## config.mk

```make
export PLATFORM = sky130hd
export DESIGN_NAME = tbid_decoder
export DESIGN_NICKNAME = d
export VERILOG_FILES = /design/src/tbid_pkg.sv /design/src/tbid_decoder.sv /design/src/tbid_id_mem.sv
export SDC_FILE = /design/constraint.sdc
export NUM_CORES = 1
export LEC_CHECK = 0
export ABC_AREA = 1
export BUFFER_PORTS_ARGS = -buffer_cell sky130_fd_sc_hd__buf_2
export CAP_MARGIN = 20
export CORE_UTILIZATION = 53
export DETAILED_ROUTE_END_ITERATION = 8
export PLACE_DENSITY = 0.78
export SLEW_MARGIN = 20
export SYNTH_ARGS = -nofsm -noshare
export SYNTH_HDL_FRONTEND = slang
export SYNTH_SLANG_ARGS = --single-unit
```

## constraint.sdc

```tcl
create_clock -name clock -period 2.5 [get_ports clock]
set_clock_uncertainty 0.15 [all_clocks]
set_input_delay 0.375 -clock clock [delete_from_list [all_inputs] [get_ports clock]]
set_output_delay 0.375 -clock clock [all_outputs]
set_load 0.005 [all_outputs]
```

## src/tbid_pkg.sv

```systemverilog
// shared constants and types for the twelve-bit instruction decoder
package tbid_pkg;
	localparam int          INSTR_W      = 12;
	localparam int          FSEL_W       = 5;
	localparam int          LIT_W        = 9;
	localparam int          ID_WORDS     = 4;
	localparam int          ID_ADDR_W    = 2;
	localparam int          PHASES       = 4;
	// file register holding the low program-counter byte
	localparam logic [4:0]  PC_LOW_ADDR  = 5'h02;
	// field positions inside the instruction word
	localparam int          DEST_BIT     = 5;
	localparam int          BSEL_LSB     = 5;
	localparam int          OPC_LSB      = 6;
	// opcode patterns (upper six bits unless noted)
	localparam logic [5:0]  OPC_DECFSZ   = 6'h0b;
	localparam logic [5:0]  OPC_INCFSZ   = 6'h0f;
	localparam logic [5:0]  OPC_MOVWF_HI = 6'h00;
	localparam logic [5:0]  OPC_CLR      = 6'h01;
	localparam logic [3:0]  TOP_RETLW    = 4'h8;
	localparam logic [3:0]  TOP_CALL     = 4'h9;
	localparam logic [2:0]  TOP_GOTO     = 3'h5;
	localparam logic [1:0]  BIT_TEST_SC  = 2'h2;
	// control word low bits
	localparam logic [4:0]  CTL_OPTION   = 5'h02;
	localparam logic [4:0]  CTL_SLEEP    = 5'h03;
	localparam logic [4:0]  CTL_CLRWDT   = 5'h04;
	localparam logic [2:0]  CTL_TRIS_MIN = 3'h5;

	typedef enum logic [1:0] {
		TBID_Q1 = 2'b00,
		TBID_Q2 = 2'b01,
		TBID_Q3 = 2'b11,
		TBID_Q4 = 2'b10
	} tbid_phase_t;

	typedef enum logic [1:0] {
		TBID_CLS_CTRL = 2'h0,
		TBID_CLS_BYTE = 2'h1,
		TBID_CLS_BIT  = 2'h2,
		TBID_CLS_LIT  = 2'h3
	} tbid_class_t;

	typedef enum logic [2:0] {
		TBID_CTL_NONE   = 3'h0,
		TBID_CTL_OPTION = 3'h1,
		TBID_CTL_SLEEP  = 3'h2,
		TBID_CTL_CLRWDT = 3'h3,
		TBID_CTL_TRIS   = 3'h4,
		TBID_CTL_CALL   = 3'h5,
		TBID_CTL_RETURN = 3'h6
	} tbid_ctl_t;
endpackage

```

## src/tbid_decoder.sv

```systemverilog
// instruction decoder with four-phase cycle timing and id store access
// What this block does
// RQ1: takes one 12-bit word, splits opcode from operand fields
// RQ2: byte ops select one of 32 file registers by file_select
// RQ3: byte ops write working_register when dest_select is 0, file when 1
// RQ4: bit ops pick bit of an 8-bit file register via bit_select
// RQ5: literal ops yield an 8-bit or 9-bit immediate constant
// RQ6: one instruction cycle, two when a skip is taken or pc changes
// RQ7: each instruction cycle is exactly four oscillator periods
// RQ8: four id words, reachable only in program/verify mode
// RQ9: programmer should store data in low 4 bits, upper 8 all ones
// RQ10: don't-care encoding bits never change the decoded behaviour
// RQ11: byte ops: bit 5 dest_select, bits 4..0 file_select, top six opcode
// RQ12: every pc write except the unconditional branch clears pc bit 8
// RQ13: after a taken skip or pc change the prefetched word becomes a no-op
// RQ14: no register write occurs in a discarded cycle
`timescale 1ns/1ps
`default_nettype none
module tbid_decoder
	import tbid_pkg::*;
(
	// clock and reset
	input  wire logic                 clock,
	input  wire logic                 rst,
	// instruction fetch
	input  wire logic [INSTR_W-1:0]   instr_in,
	output logic                      fetch_strobe,
	// execution feedback
	input  wire logic                 skip_true,
	// decoded fields
	output var  logic [5:0]           opcode_r,
	output var  tbid_class_t          class_r,
	output var  logic [FSEL_W-1:0]    file_select_r,
	output var  logic                 dest_select_r,
	output var  logic [2:0]           bit_select_r,
	output var  logic [LIT_W-1:0]     literal_r,
	output var  logic                 literal_wide_r,
	output var  tbid_ctl_t            ctl_op_r,
	output var  logic                 is_skip_r,
	output var  logic                 discard_r,
	output var  tbid_phase_t          phase_r,
	// result routing strobes, at the last phase
	output logic                      w_write,
	output logic                      f_write,
	output logic                      pc_write,
	output logic                      pc_bit8_clear,
	// identification store (programming pins)
	input  wire logic                 prog_mode_pin,
	input  wire logic                 id_we,
	input  wire logic                 id_re,
	input  wire logic [ID_ADDR_W-1:0] id_addr,
	input  wire logic [INSTR_W-1:0]   id_wdata,
	output var  logic [INSTR_W-1:0]   id_rdata_r,
	output var  logic                 id_rvalid_r
);
	// phase sequencer
	tbid_phase_t phase_nxt;
	logic        last_phase;

	always_comb begin
		unique case (phase_r)
			TBID_Q1: phase_nxt = TBID_Q2;
			TBID_Q2: phase_nxt = TBID_Q3;
			TBID_Q3: phase_nxt = TBID_Q4;
			TBID_Q4: phase_nxt = TBID_Q1; // [RQ7]
		endcase
	end

	always_ff @(posedge clock) begin
		if (rst)
			phase_r <= TBID_Q1;
		else
			phase_r <= phase_nxt;
	end

	assign last_phase   = (phase_r == TBID_Q4);
	assign fetch_strobe = last_phase;

	// combinational decode of the fetched word
	logic [5:0]        dec_opc;
	tbid_class_t       dec_cls;
	logic [FSEL_W-1:0] dec_fsel;
	logic              dec_dest;
	logic [2:0]        dec_bsel;
	logic [LIT_W-1:0]  dec_lit;
	logic              dec_wide;
	tbid_ctl_t         dec_ctl;
	logic              dec_skip;
	logic              dec_wr_w;
	logic              dec_wr_f;
	logic              dec_pc;

	always_comb begin
		dec_opc  = instr_in[INSTR_W-1:OPC_LSB]; // [RQ1] [RQ11]
		dec_cls  = TBID_CLS_CTRL;
		dec_fsel = '0;
		dec_dest = 1'b0;
		dec_bsel = '0;
		dec_lit  = '0;
		dec_wide = 1'b0;
		dec_ctl  = TBID_CTL_NONE;
		dec_skip = 1'b0;
		dec_wr_w = 1'b0;
		dec_wr_f = 1'b0;
		dec_pc   = 1'b0;
		unique case (instr_in[11:10])
			2'b00: begin
				if (instr_in[11:5] == 7'h00) begin
					// control word; unlisted codes behave as a no-op
					if (instr_in[4:0] == CTL_OPTION)
						dec_ctl = TBID_CTL_OPTION;
					else if (instr_in[4:0] == CTL_SLEEP)
						dec_ctl = TBID_CTL_SLEEP;
					else if (instr_in[4:0] == CTL_CLRWDT)
						dec_ctl = TBID_CTL_CLRWDT;
					else if (instr_in[4:3] == 2'b00 && instr_in[2:0] >= CTL_TRIS_MIN) begin
						dec_ctl  = TBID_CTL_TRIS;
						dec_fsel = {2'b00, instr_in[2:0]};
					end
				end else begin
					dec_cls  = TBID_CLS_BYTE;
					dec_fsel = instr_in[FSEL_W-1:0]; // [RQ2] [RQ11]
					dec_dest = instr_in[DEST_BIT];   // [RQ11]
					if (dec_opc == OPC_CLR && !instr_in[DEST_BIT])
						dec_fsel = '0; // clear-w ignores its file bits [RQ10]
					dec_wr_w = !dec_dest; // [RQ3]
					dec_wr_f = dec_dest;  // [RQ3]
					dec_skip = (dec_opc == OPC_DECFSZ) || (dec_opc == OPC_INCFSZ);
				end
			end
			2'b01: begin
				dec_cls  = TBID_CLS_BIT;
				dec_fsel = instr_in[FSEL_W-1:0];
				dec_bsel = instr_in[BSEL_LSB+2:BSEL_LSB]; // [RQ4]
				dec_skip = instr_in[9:8] >= BIT_TEST_SC;
				dec_wr_f = !dec_skip; // set/clear write the file back [RQ4]
			end
			2'b10: begin
				dec_cls = TBID_CLS_LIT;
				dec_pc  = 1'b1;
				if (instr_in[11:9] == TOP_GOTO) begin
					dec_lit  = instr_in[8:0]; // [RQ5]
					dec_wide = 1'b1;
				end else begin
					dec_lit = {1'b0, instr_in[7:0]}; // [RQ5]
					if (instr_in[11:8] == TOP_CALL)
						dec_ctl = TBID_CTL_CALL;
					else begin
						dec_ctl  = TBID_CTL_RETURN;
						dec_wr_w = (instr_in[11:8] == TOP_RETLW);
					end
				end
			end
			2'b11: begin
				dec_cls  = TBID_CLS_LIT;
				dec_lit  = {1'b0, instr_in[7:0]}; // [RQ5]
				dec_wr_w = 1'b1;
			end
		endcase
		// a file write to the low pc byte is a program-counter change
		if (dec_wr_f && dec_fsel == PC_LOW_ADDR)
			dec_pc = 1'b1;
	end

	// registered decode; a discarded word loads as a no-op
	logic [5:0]        opcode_nxt;
	tbid_class_t       class_nxt;
	logic [FSEL_W-1:0] fsel_nxt;
	logic              dest_nxt;
	logic [2:0]        bsel_nxt;
	logic [LIT_W-1:0]  lit_nxt;
	logic              wide_nxt;
	tbid_ctl_t         ctl_nxt;
	logic              skip_nxt;
	logic              discard_nxt;
	logic              wr_w_r, wr_w_nxt;
	logic              wr_f_r, wr_f_nxt;
	logic              pc_r, pc_nxt;
	logic              taken;

	assign taken = (is_skip_r && skip_true) || pc_r; // [RQ6]

	always_comb begin
		opcode_nxt  = opcode_r;
		class_nxt   = class_r;
		fsel_nxt    = file_select_r;
		dest_nxt    = dest_select_r;
		bsel_nxt    = bit_select_r;
		lit_nxt     = literal_r;
		wide_nxt    = literal_wide_r;
		ctl_nxt     = ctl_op_r;
		skip_nxt    = is_skip_r;
		discard_nxt = discard_r;
		wr_w_nxt    = wr_w_r;
		wr_f_nxt    = wr_f_r;
		pc_nxt      = pc_r;
		if (last_phase) begin
			discard_nxt = taken; // [RQ6] [RQ13]
			opcode_nxt  = taken ? '0 : dec_opc;
			class_nxt   = taken ? TBID_CLS_CTRL : dec_cls;
			fsel_nxt    = taken ? '0 : dec_fsel;
			dest_nxt    = taken ? 1'b0 : dec_dest;
			bsel_nxt    = taken ? '0 : dec_bsel;
			lit_nxt     = taken ? '0 : dec_lit;
			wide_nxt    = taken ? 1'b0 : dec_wide;
			ctl_nxt     = taken ? TBID_CTL_NONE : dec_ctl;
			skip_nxt    = taken ? 1'b0 : dec_skip;
			wr_w_nxt    = taken ? 1'b0 : dec_wr_w; // [RQ13]
			wr_f_nxt    = taken ? 1'b0 : dec_wr_f; // [RQ13]
			pc_nxt      = taken ? 1'b0 : dec_pc;
		end
	end

	always_ff @(posedge clock) begin
		if (rst) begin
			opcode_r       <= '0;
			class_r        <= TBID_CLS_CTRL;
			file_select_r  <= '0;
			dest_select_r  <= 1'b0;
			bit_select_r   <= '0;
			literal_r      <= '0;
			literal_wide_r <= 1'b0;
			ctl_op_r       <= TBID_CTL_NONE;
			is_skip_r      <= 1'b0;
			discard_r      <= 1'b0;
			wr_w_r         <= 1'b0;
			wr_f_r         <= 1'b0;
			pc_r           <= 1'b0;
		end else begin
			opcode_r       <= opcode_nxt;
			class_r        <= class_nxt;
			file_select_r  <= fsel_nxt;
			dest_select_r  <= dest_nxt;
			bit_select_r   <= bsel_nxt;
			literal_r      <= lit_nxt;
			literal_wide_r <= wide_nxt;
			ctl_op_r       <= ctl_nxt;
			is_skip_r      <= skip_nxt;
			discard_r      <= discard_nxt;
			wr_w_r         <= wr_w_nxt;
			wr_f_r         <= wr_f_nxt;
			pc_r           <= pc_nxt;
		end
	end

	// strobes fire only at the last phase, after a full decode
	assign w_write       = last_phase && wr_w_r && !discard_r; // [RQ3] [RQ14]
	assign f_write       = last_phase && wr_f_r && !discard_r; // [RQ3] [RQ14]
	assign pc_write      = last_phase && pc_r;
	assign pc_bit8_clear = pc_write && !literal_wide_r; // [RQ12]

	// program/verify mode comes from a pin; id strobes are honoured only there
	logic prog_meta_r, prog_sync_r;
	logic id_acc_we, id_acc_re;

	always_ff @(posedge clock) begin
		if (rst) begin
			prog_meta_r <= 1'b0;
			prog_sync_r <= 1'b0;
			id_rvalid_r <= 1'b0;
		end else begin
			prog_meta_r <= prog_mode_pin;
			prog_sync_r <= prog_meta_r;
			id_rvalid_r <= id_acc_re;
		end
	end

	assign id_acc_we = prog_sync_r && id_we; // [RQ8]
	assign id_acc_re = prog_sync_r && id_re; // [RQ8]

	tbid_id_mem u_id_mem (
		.clock   (clock),
		.rst     (rst),
		.we      (id_acc_we),
		.re      (id_acc_re),
		.addr    (id_addr),
		.wdata   (id_wdata),
		.rdata_r (id_rdata_r)
	);
endmodule // tbid_decoder
`default_nettype wire

```

## src/tbid_id_mem.sv

```systemverilog
// four-word identification store with registered read data
`timescale 1ns/1ps
`default_nettype none
module tbid_id_mem
	import tbid_pkg::*;
(
	// clock and reset
	input  wire logic                 clock,
	input  wire logic                 rst,
	// access port
	input  wire logic                 we,
	input  wire logic                 re,
	input  wire logic [ID_ADDR_W-1:0] addr,
	input  wire logic [INSTR_W-1:0]   wdata,
	output var  logic [INSTR_W-1:0]   rdata_r
);
	logic [INSTR_W-1:0] mem_r [ID_WORDS];
	logic [INSTR_W-1:0] rdata_nxt;

	always_comb begin
		rdata_nxt = rdata_r;
		if (re)
			rdata_nxt = mem_r[addr];
	end

	// contents are not reset: the store models nonvolatile words
	always_ff @(posedge clock) begin
		if (we)
			mem_r[addr] <= wdata;
	end

	always_ff @(posedge clock) begin
		if (rst)
			rdata_r <= '0;
		else
			rdata_r <= rdata_nxt;
	end
endmodule // tbid_id_mem
`default_nettype wire

```

==> results.toml, run 1 <==
[worst_setup_path]
r2r-end = "pc_r$_SDFFE_PP0P_"
critPathArrivalTime_ps = 1690
rr_startpoint = "phase_r[1]$_SDFF_PP0_"
worstPathMaxFanout = 23
worstPathCellList = "inv_1 > nor2_2 > inv_1 > nor3_1 > buf_2"
worstSetupPathType = "reg -> out"
endpoint = "pc_bit8_clear"
cp-start-kind = "register"
crit_required_ps = 1980
end_kind = "output port"
reg2reg_depth = 6
cp_common_cell = "inv_1"
cpPeakStageDelay_ps = 360
cp-startpoint = "phase_r[1]$_SDFF_PP0_"
r2r_slack_ps = 640
cp_slowest_cell = "dfxtp_1"

[pwr]
switching_share = 0.243
p_clk_frac = 0.350
power_density_nw_per_um2 = 662
net-switching-power_mw = 0.739
power_mw = 3.04
p_int_mw = 2.30
leakage_nw = 1.88
comb_power_share = 0.072
seq_power_share = 0.578
peakVddDrop_mv = 0.528

[floorplanning]
die_area_um2 = 7590
die_w_um = 87.1
num_rows = 30
core-area_um2 = 6910
start_util = 0.556
dieHeight_um = 87.1
io_pins = 84

[finish]
fin_cells = 574
final_nets = 505
fillers = 595
drive_above_1_share = 0.262
area_growth_pct = 19.5
num_antenna_cells = 0

[cts]
clock_latency_ps = 360
cts_tree = "done"
cts_hold_buffers = 0
clk_pin_slew_ps = 100
cts_resized = 0
cts_buffer_depth = 2
cts.sinks = 100
numCtsBuffers = 9
htree_levels = 3
cts_setup_buffers = 0
root_buffer = "clkbuf_8"

[place]
dp_cells = 558
gp_congestion = 0.896
portBuffers = 83
preCtsSetupSlack_ps = 671
hpwl_um = 6080

[detailed_routing]
drcViolationCount = 0
routedWlPerCell_um = 15.2
drt-total-wl_um = 8740
drt.antenna.violating_nets = 0
drtIter0Drc = 172
via_per_inst = 5.36
vias = 3075
first_pass_iters = 7

[timing]
finalHoldViolations = 0
worst_pin_slew_ps = 673
setup_tns_ps = 0
setup-violations-final = 0
rsz0062_at_grt = "false"
fin_crit_ps = 2210
maxSlewHeadroom = 0.551
period_share = 0.886
holdWs_ps = 63.6
fin_ws_ps = 286
slew_violations = 0
fmax_ghz = 0.452

[grt]
grtUsageTotal = 0.241
grt_overflow = 0
antenna_found_initial = 0
grt_pass1_vias = 2869
grt_pass1_wl_um = 13500
grt_max_degree = 40

[logic_synthesis]
yosys_warnings = 0
ys_ff_latch = 100
syn-cell-area_um2 = 3840
postSynthCellCount = 386
ys_types = 25
avgSynthCellArea_um2 = 9.95
syn_nets = 418
ys_seq_area_frac = 0.646

[min_path]
holdPathStages = 3
hold_path.class = "in -> reg"

[outcome]
outcome = "finished, final reports clean"

[flow_run]
maxCapViolCount = 0
-- cell type report --
cell class,instances,area [µm²],share of cell area
Sequential cell,100,2480,0.541
Multi-Input combinational cell,243,1180,0.258
Timing Repair Buffer,95,505,0.110
Clock buffer,9,124,0.0270
Tap cell,96,120,0.0262
Inverter,24,90.1,0.0196
Clock inverter,7,82.6,0.0180
-- worst max-delay path: cells and delay by family, from the launching register on --
kind	cells	cell delay (ps)
buffers and inverters	3	550
and+or+nand+nor	2	420
DFF	1	360
-- registers in the layout, indices dropped and copies added (netlist names), 2 cells and up --
| signal | cells |
|---|---|
| class_r | 2 |
| ctl_op_r | 3 |
| bit_select_r | 3 |
| opcode_r | 6 |
| literal_r | 9 |
| u_id_mem.rdata_r | 12 |
| phase_r | 2 |
| file_select_r | 5 |
| u_id_mem.mem_r | 48 |
-- logic make-up after synthesis --
kind of cell    Yosys count  synth area share
buf+inv                  43            0.0453
flops                   100             0.646
simple gates            164             0.182
compound gates           79             0.126
-- synth_stat cells --
library cell / n / area share
a21oi_1: 34 / 0.044
buf_1: 1 / 0.00098
a31oi_1: 7 / 0.011
edfxtp_1: 48 / 0.38
nand2_2: 2 / 0.0033
inv_1: 21 / 0.021
o21ai_0: 14 / 0.018
a22oi_1: 8 / 0.016
nor2_2: 1 / 0.0016
nor3_1: 4 / 0.0052
buf_4: 1 / 0.0020
nand3_2: 2 / 0.0052
a41oi_1: 9 / 0.021
dfxtp_1: 52 / 0.27
nor2_1: 33 / 0.032
nand3_1: 26 / 0.034
clkbuf_1: 10 / 0.0098
nor2_4: 3 / 0.0088
a211oi_1: 1 / 0.0020
a21oi_2: 3 / 0.0068
a221oi_1: 3 / 0.0068
inv_2: 3 / 0.0029
buf_2: 7 / 0.0091
nand4_1: 2 / 0.0033
nand2_1: 91 / 0.089
-- power groups by stage --
stage,combinational (mW),clock (mW),sequential [mW]
2_1_floorplan,0.114,0,1.79
3_3_place_gp,0.213,0,1.79
3_5_place_dp,0.217,0,1.79
4_1_cts,0.218,1.08,1.76
5_1_grt,0.242,1.14,1.76
6_report,0.219,1.06,1.76
-- layer usage --
metal,up-vias,share of wire,track usage
met4,0,0.026,0.104
met2,128,0.49,0.422
met3,16,0.074,0.0559
met5,-,0,0
li1,1506,-,-
met1,1425,0.41,0.284
-- layout by cell type (no fill, tap or decap), types with 3 or more instances in the layout --
cell      count
a21oi_1      34
a21oi_2       3
a221oi_1      3
a22oi_1       8
a31oi_1       7
a41oi_1       9
buf_2        83
buf_4        12
clkbuf_8      9
dfxtp_1      52
edfxtp_1     48
inv_1        21
inv_2         3
nand2_1      91
nand3_1      26
nor2_1       33
nor2_4        3
nor3_1        4
o21ai_0      14
-- how the worst min path moves through the flow --
stage,slack [ps],to,startpoint
global route,60,u_id_mem.mem_r[1][1]$_DFFE_PP_,id_wdata[1]
floorplan,240,prog_sync_r$_SDFF_PP0_,prog_meta_r$_SDFF_PP0_
CTS,50,prog_meta_r$_SDFF_PP0_,prog_mode_pin
finish,60,prog_meta_r$_SDFF_PP0_,prog_mode_pin
detailed placement,270,prog_sync_r$_SDFF_PP0_,prog_meta_r$_SDFF_PP0_
global placement,260,prog_sync_r$_SDFF_PP0_,prog_meta_r$_SDFF_PP0_
-- stage by stage --
| stage | util | cell area [µm²] |
|---|---|---|
| 2_1_floorplan | - | 3840 |
| 3_3_place_gp | 0.634 | 4380 |
| 3_5_place_dp | 0.634 | 4380 |
| 4_1_cts | 0.664 | 4590 |
| 5_1_grt | 0.664 | 4590 |
| 6_report | 0.664 | 4590 |
Power figures use the tool's default switching activity.
==> run 2, diff against run 1 <==
ABC_AREA = unset   (was 1)
==> results.toml, run 2 <==
[place]
preCtsSetupSlack_ps = 494
dp_cells = 468
portBuffers = 83
gp_congestion = 0.805
hpwl_um = 5620

[grt]
grt_max_degree = 41
grt_overflow = 0
grt_pass1_vias = 2632
grtUsageTotal = 0.234
antenna_found_initial = 0
grt_pass1_wl_um = 12900

[worst_setup_path]
crit_required_ps = 1980
rr_startpoint = "phase_r[1]$_SDFF_PP0_"
worstSetupPathType = "reg -> out"
critPathArrivalTime_ps = 1750
end_kind = "output port"
r2r_slack_ps = 630
cp-start-kind = "register"
worstPathMaxFanout = 40
r2r-end = "wr_w_r$_SDFFE_PP0P_"
reg2reg_depth = 5

[cts]
cts_tree = "done"
cts_hold_buffers = 0
htree_levels = 3
cts_setup_buffers = 0
clock_latency_ps = 370
clk_pin_slew_ps = 100
root_buffer = "clkbuf_8"
cts_buffer_depth = 2
cts.sinks = 100
numCtsBuffers = 9
cts_resized = 0

[pwr]
net-switching-power_mw = 0.689
switching_share = 0.231
p_clk_frac = 0.344
power_density_nw_per_um2 = 661
seq_power_share = 0.589
peakVddDrop_mv = 0.459
comb_power_share = 0.067
p_int_mw = 2.29
leakage_nw = 1.75

[logic_synthesis]
synthTopCellsByArea = "edfxtp_1 38%, dfxtp_1 27%, mux4_2 7.1%"
ys_ff_latch = 100
postSynthCellCount = 302
synth.most_common_cell = "dfxtp_1"
avgSynthCellArea_um2 = 12.6
yosys-top-cells-count = "52 x dfxtp_1, 48 x edfxtp_1, 34 x nand2_1, 34 x nor2_1, 21 x a21oi_1"
syn_nets = 334
synth_flop_cell = "dfxtp_1"
ys_types = 43
async_flop_share = 0
yosysTopAreaCell = "edfxtp_1"
synth_top_area_frac = 0.379
synth_edf_count = 48
syn-cell-area_um2 = 3800
ys_seq_area_frac = 0.653
yosys_warnings = 0

[timing]
fin_ws_ps = 226
period_share = 0.910
fin_crit_ps = 2270
setup-violations-final = 0
finalHoldViolations = 0
maxSlewHeadroom = 0.571
fmax_ghz = 0.440
worst_pin_slew_ps = 639
rsz0062_at_grt = "false"
slew_violations = 0
setup_tns_ps = 0

[detailed_routing]
via_per_inst = 5.56
vias = 2691
drt-total-wl_um = 8050
routedWlPerCell_um = 16.6
first_pass_iters = 4
drt.antenna.violating_nets = 0
drtIter0Drc = 148
drcViolationCount = 0

[outcome]
outcome = "finished, final reports clean"

[min_path]
worstHoldStart = "id_wdata[5]"
hold_path.class = "in -> reg"
holdPathStages = 1
holdPathEnd = "u_id_mem.mem_r[1][5]$_DFFE_PP_"

[finish]
mostFrequentLayoutCell = "buf_2"
area_growth_pct = 18.5
fillers = 542
largest_reg_flops = 48
fin_cells = 484
drive_above_1_share = 0.327
num_antenna_cells = 0
regMostFlops = "u_id_mem.mem_r"
layout_common_cells = "83 x buf_2, 52 x dfxtp_1, 48 x edfxtp_1"
final_nets = 415
reg_top3 = "u_id_mem.mem_r (48), u_id_mem.rdata_r (12), literal_r (9)"

[floorplanning]
num_rows = 30
dieHeight_um = 86.7
io_pins = 84
core-area_um2 = 6870
die_area_um2 = 7520
die_w_um = 86.7
start_util = 0.554

[flow_run]
maxCapViolCount = 0
## run 2: changes by cell type after synthesis, sizes merged, moves of 5 or more
cell   delta
nand3    -27
nor2b     +5
mux4     +12
nand2    -59
a41oi     -9
a22oi     +8
a21oi    -16
inv      -22
o21ai    -10
a32oi    +12
a31oi     -5
## run 2: through the flow
step | hold WS [ps] | cell area (µm²) | power [mW] | util
floorplan | 264 | 3800 | 1.90 | -
global placement | 268 | 4310 | 1.98 | 0.627
detailed placement | 288 | 4310 | 1.99 | 0.627
CTS | 50.9 | 4510 | 3.00 | 0.656
global route | 57.6 | 4510 | 3.09 | 0.656
finish | 63.9 | 4510 | 2.98 | 0.656
## run 2: kinds of logic (layout without fill, tap and decap cells)
family,count (synthesis),after routing,synth area share
buf+inv,23,109,0.0263
mux,12,12,0.0711
simple gates,105,105,0.139
xor+xnor,1,1,0.00230
flops,100,100,0.653
compound gates,61,61,0.109
## run 2: power groups by stage
stage	sequential, mW	combinational [mW]	clock, mW
5_1_grt	1.76	0.221	1.11
3_5_place_dp	1.79	0.199	0
3_3_place_gp	1.79	0.195	0
6_report	1.75	0.199	1.03
2_1_floorplan	1.79	0.113	0
4_1_cts	1.75	0.200	1.05
## run 2: how the worst max path moves through the flow
| stage | from | endpoint | slack [ps] | cells after the start |
|---|---|---|---|---|
| 2_1_floorplan | id_addr[1] | u_id_mem.mem_r[2][0]$_DFFE_PP_ | 120 | 3 |
| 3_3_place_gp | id_addr[0] | u_id_mem.mem_r[3][0]$_DFFE_PP_ | 550 | 2 |
| 3_5_place_dp | id_addr[0] | u_id_mem.mem_r[3][0]$_DFFE_PP_ | 490 | 2 |
| 4_1_cts | phase_r[0]$_SDFF_PP0_ | pc_bit8_clear | 200 | 5 |
| 5_1_grt | phase_r[0]$_SDFF_PP0_ | pc_bit8_clear | 100 | 5 |
| 6_report | phase_r[0]$_SDFF_PP0_ | pc_bit8_clear | 230 | 5 |
## run 2: area by class of cell
type | count | area (µm²) | area share
Tap cell | 96 | 120 | 0.0267
Clock buffer | 9 | 124 | 0.0275
Sequential cell | 100 | 2480 | 0.551
Inverter | 2 | 7.51 | 0.00167
Timing Repair Buffer | 91 | 475 | 0.106
Multi-Input combinational cell | 179 | 1220 | 0.271
Clock inverter | 7 | 75.1 | 0.0167
## run 2: worst max-delay path, cell delays in order, from the launching register on
cell and delay, ps:
dfxtp_1 370, nand2b_4 410, inv_1 150, and2_1 200, nor2b_1 130, buf_2 120
## run 2: metal layers
layer | wire [µm] | track usage
met5 | 0 | 0
met4 | 127 | 0.0909
met3 | 460 | 0.0495
met2 | 4060 | 0.408
met1 | 3400 | 0.286
==> run 3, diff against run 2 <==
GPL_TIMING_DRIVEN = 0   (was unset)
==> results.toml, run 3 (same netlist as run 2, synthesis figures left out) <==
[floorplanning]
die_area_um2 = 7520
start_util = 0.554
die_w_um = 86.7
num_rows = 30
core-area_um2 = 6870
dieHeight_um = 86.7
io_pins = 84

[grt]
grtUsageTotal = 0.233
grt_max_degree = 20
grt_overflow = 0
grt_pass1_vias = 2651
grt_pass1_wl_um = 12800
antenna_found_initial = 0

[timing]
setup_tns_ps = 0
maxSlewHeadroom = 0.567
slew_violations = 0
fmax_ghz = 0.433
fin_crit_ps = 2310
setup-violations-final = 0
period_share = 0.925
holdWs_ps = 71.1
finalHoldViolations = 0
rsz0062_at_grt = "false"
worst_pin_slew_ps = 646

[worst_setup_path]
crit_family = "buffers and inverters"
r2r_slack_ps = 720
worstPathCellList = "nand2b_4 > buf_2 > buf_1 > nor3b_1 > buf_2"
cp_num_buf_inv = 3
end_kind = "output port"
cp-start-kind = "register"
worstPathMaxFanout = 10
cp_slowest_cell = "buf_1"
cpPeakStageDelay_ps = 440
critPathArrivalTime_ps = 1790
reg2reg_depth = 5
r2r-end = "file_select_r[2]$_SDFFE_PP0P_"
worstSetupPathType = "reg -> out"
cp_common_cell = "buf_2"
crit_required_ps = 1980
rr_startpoint = "pc_r$_SDFFE_PP0P_"

[place]
hpwl_um = 5870
portBuffers = 79
gp_congestion = 0.906
dp_cells = 480

[detailed_routing]
drt.antenna.violating_nets = 0
top_layer_used = "met4"
wl_met2_um = 4360
via_per_inst = 5.65
routedWlPerCell_um = 16.5
drt-total-wl_um = 8190
drtIter0Drc = 143
m1WireLength_um = 3130
first_pass_iters = 4
vias = 2803
dr_wl_met3_um = 609
drcViolationCount = 0

[finish]
regMostFlops = "u_id_mem.mem_r"
num_antenna_cells = 0
fin_cells = 496
layout_common_cells = "84 x buf_2, 52 x dfxtp_1, 48 x edfxtp_1"
area_growth_pct = 20.4
reg_top3 = "u_id_mem.mem_r (48), u_id_mem.rdata_r (12), literal_r (9)"
final_nets = 427
mostFrequentLayoutCell = "buf_2"
largest_reg_flops = 48
drive_above_1_share = 0.320

[pwr]
peakVddDrop_mv = 0.562
leakage_nw = 1.77
power_density_nw_per_um2 = 660

[cts]
numCtsBuffers = 9
cts_resized = 0
htree_levels = 3
cts_buffer_depth = 2
root_buffer = "clkbuf_8"
clk_pin_slew_ps = 100
cts.sinks = 100
clock_latency_ps = 360
cts_hold_buffers = 0
cts_setup_buffers = 0
cts_tree = "done"

[flow_run]
maxCapViolCount = 0

[min_path]
holdPathEnd = "u_id_mem.mem_r[0][3]$_DFFE_PP_"
hold_path.class = "in -> reg"
worstHoldStart = "id_wdata[3]"
holdPathStages = 1

[outcome]
outcome = "finished, final reports clean"
[run 3: changes by cell type in the layout (fill, tap and decap cells not counted), sizes merged]
cell | previous run | this run
buf | 91 | 93
clkbuf | 9 | 19
inv | 4 | 7
clkinvlp | 2 | 0
clkinv | 2 | 1
[run 3: worst max path at each step]
| stage | startpoint | to | slack (ps) | depth (start not counted) |
|---|---|---|---|---|
| 6_report | phase_r[0]$_SDFF_PP0_ | f_write | 190 | 5 |
| 5_1_grt | phase_r[0]$_SDFF_PP0_ | w_write | 70 | 5 |
| 4_1_cts | phase_r[0]$_SDFF_PP0_ | f_write | 190 | 5 |
| 3_5_place_dp | id_addr[1] | u_id_mem.mem_r[3][5]$_DFFE_PP_ | 330 | 3 |
| 3_3_place_gp | id_addr[1] | u_id_mem.mem_r[2][5]$_DFFE_PP_ | -560 | 3 |
| 2_1_floorplan | id_addr[1] | u_id_mem.mem_r[2][0]$_DFFE_PP_ | 120 | 3 |
[run 3: layout make-up]
| cell class | count | area (µm²) |
|---|---|---|
| sequential | 100 | 2480 |
| fill | 528 | 2290 |
| multi-input combinational | 179 | 1240 |
| timing repair buffer | 82 | 429 |
| clock buffer | 9 | 124 |
| tap | 96 | 120 |
| buffer | 21 | 92.6 |
| clock inverter | 7 | 87.6 |
| inverter | 2 | 7.51 |
[run 3: stage by stage]
stage / total power, mW / utilization / setup WS [ps] / area, µm²
after floorplan: 1.90 / - / 116 / 3800
after detailed placement: 2.00 / 0.636 / 329 / 4370
after CTS: 3.06 / 0.667 / 190 / 4580
after global routing: 3.15 / 0.667 / 71.5 / 4580
final: 3.02 / 0.667 / 188 / 4580
after global placement: 1.99 / 0.629 / -563 / 4320
[run 3: routing by layer]
layer / vias up / global-route usage
met5: - / 0
met4: 0 / 0.0742
met3: 6 / 0.0752
met2: 137 / 0.424
met1: 1345 / 0.257
li1: 1315 / -
[run 3: report_power, final]
part	switching (mW)	total [mW]	internal, mW
registers	0.0144	1.75	1.74
logic	0.125	0.211	0.0855
clock network	0.570	1.06	0.489
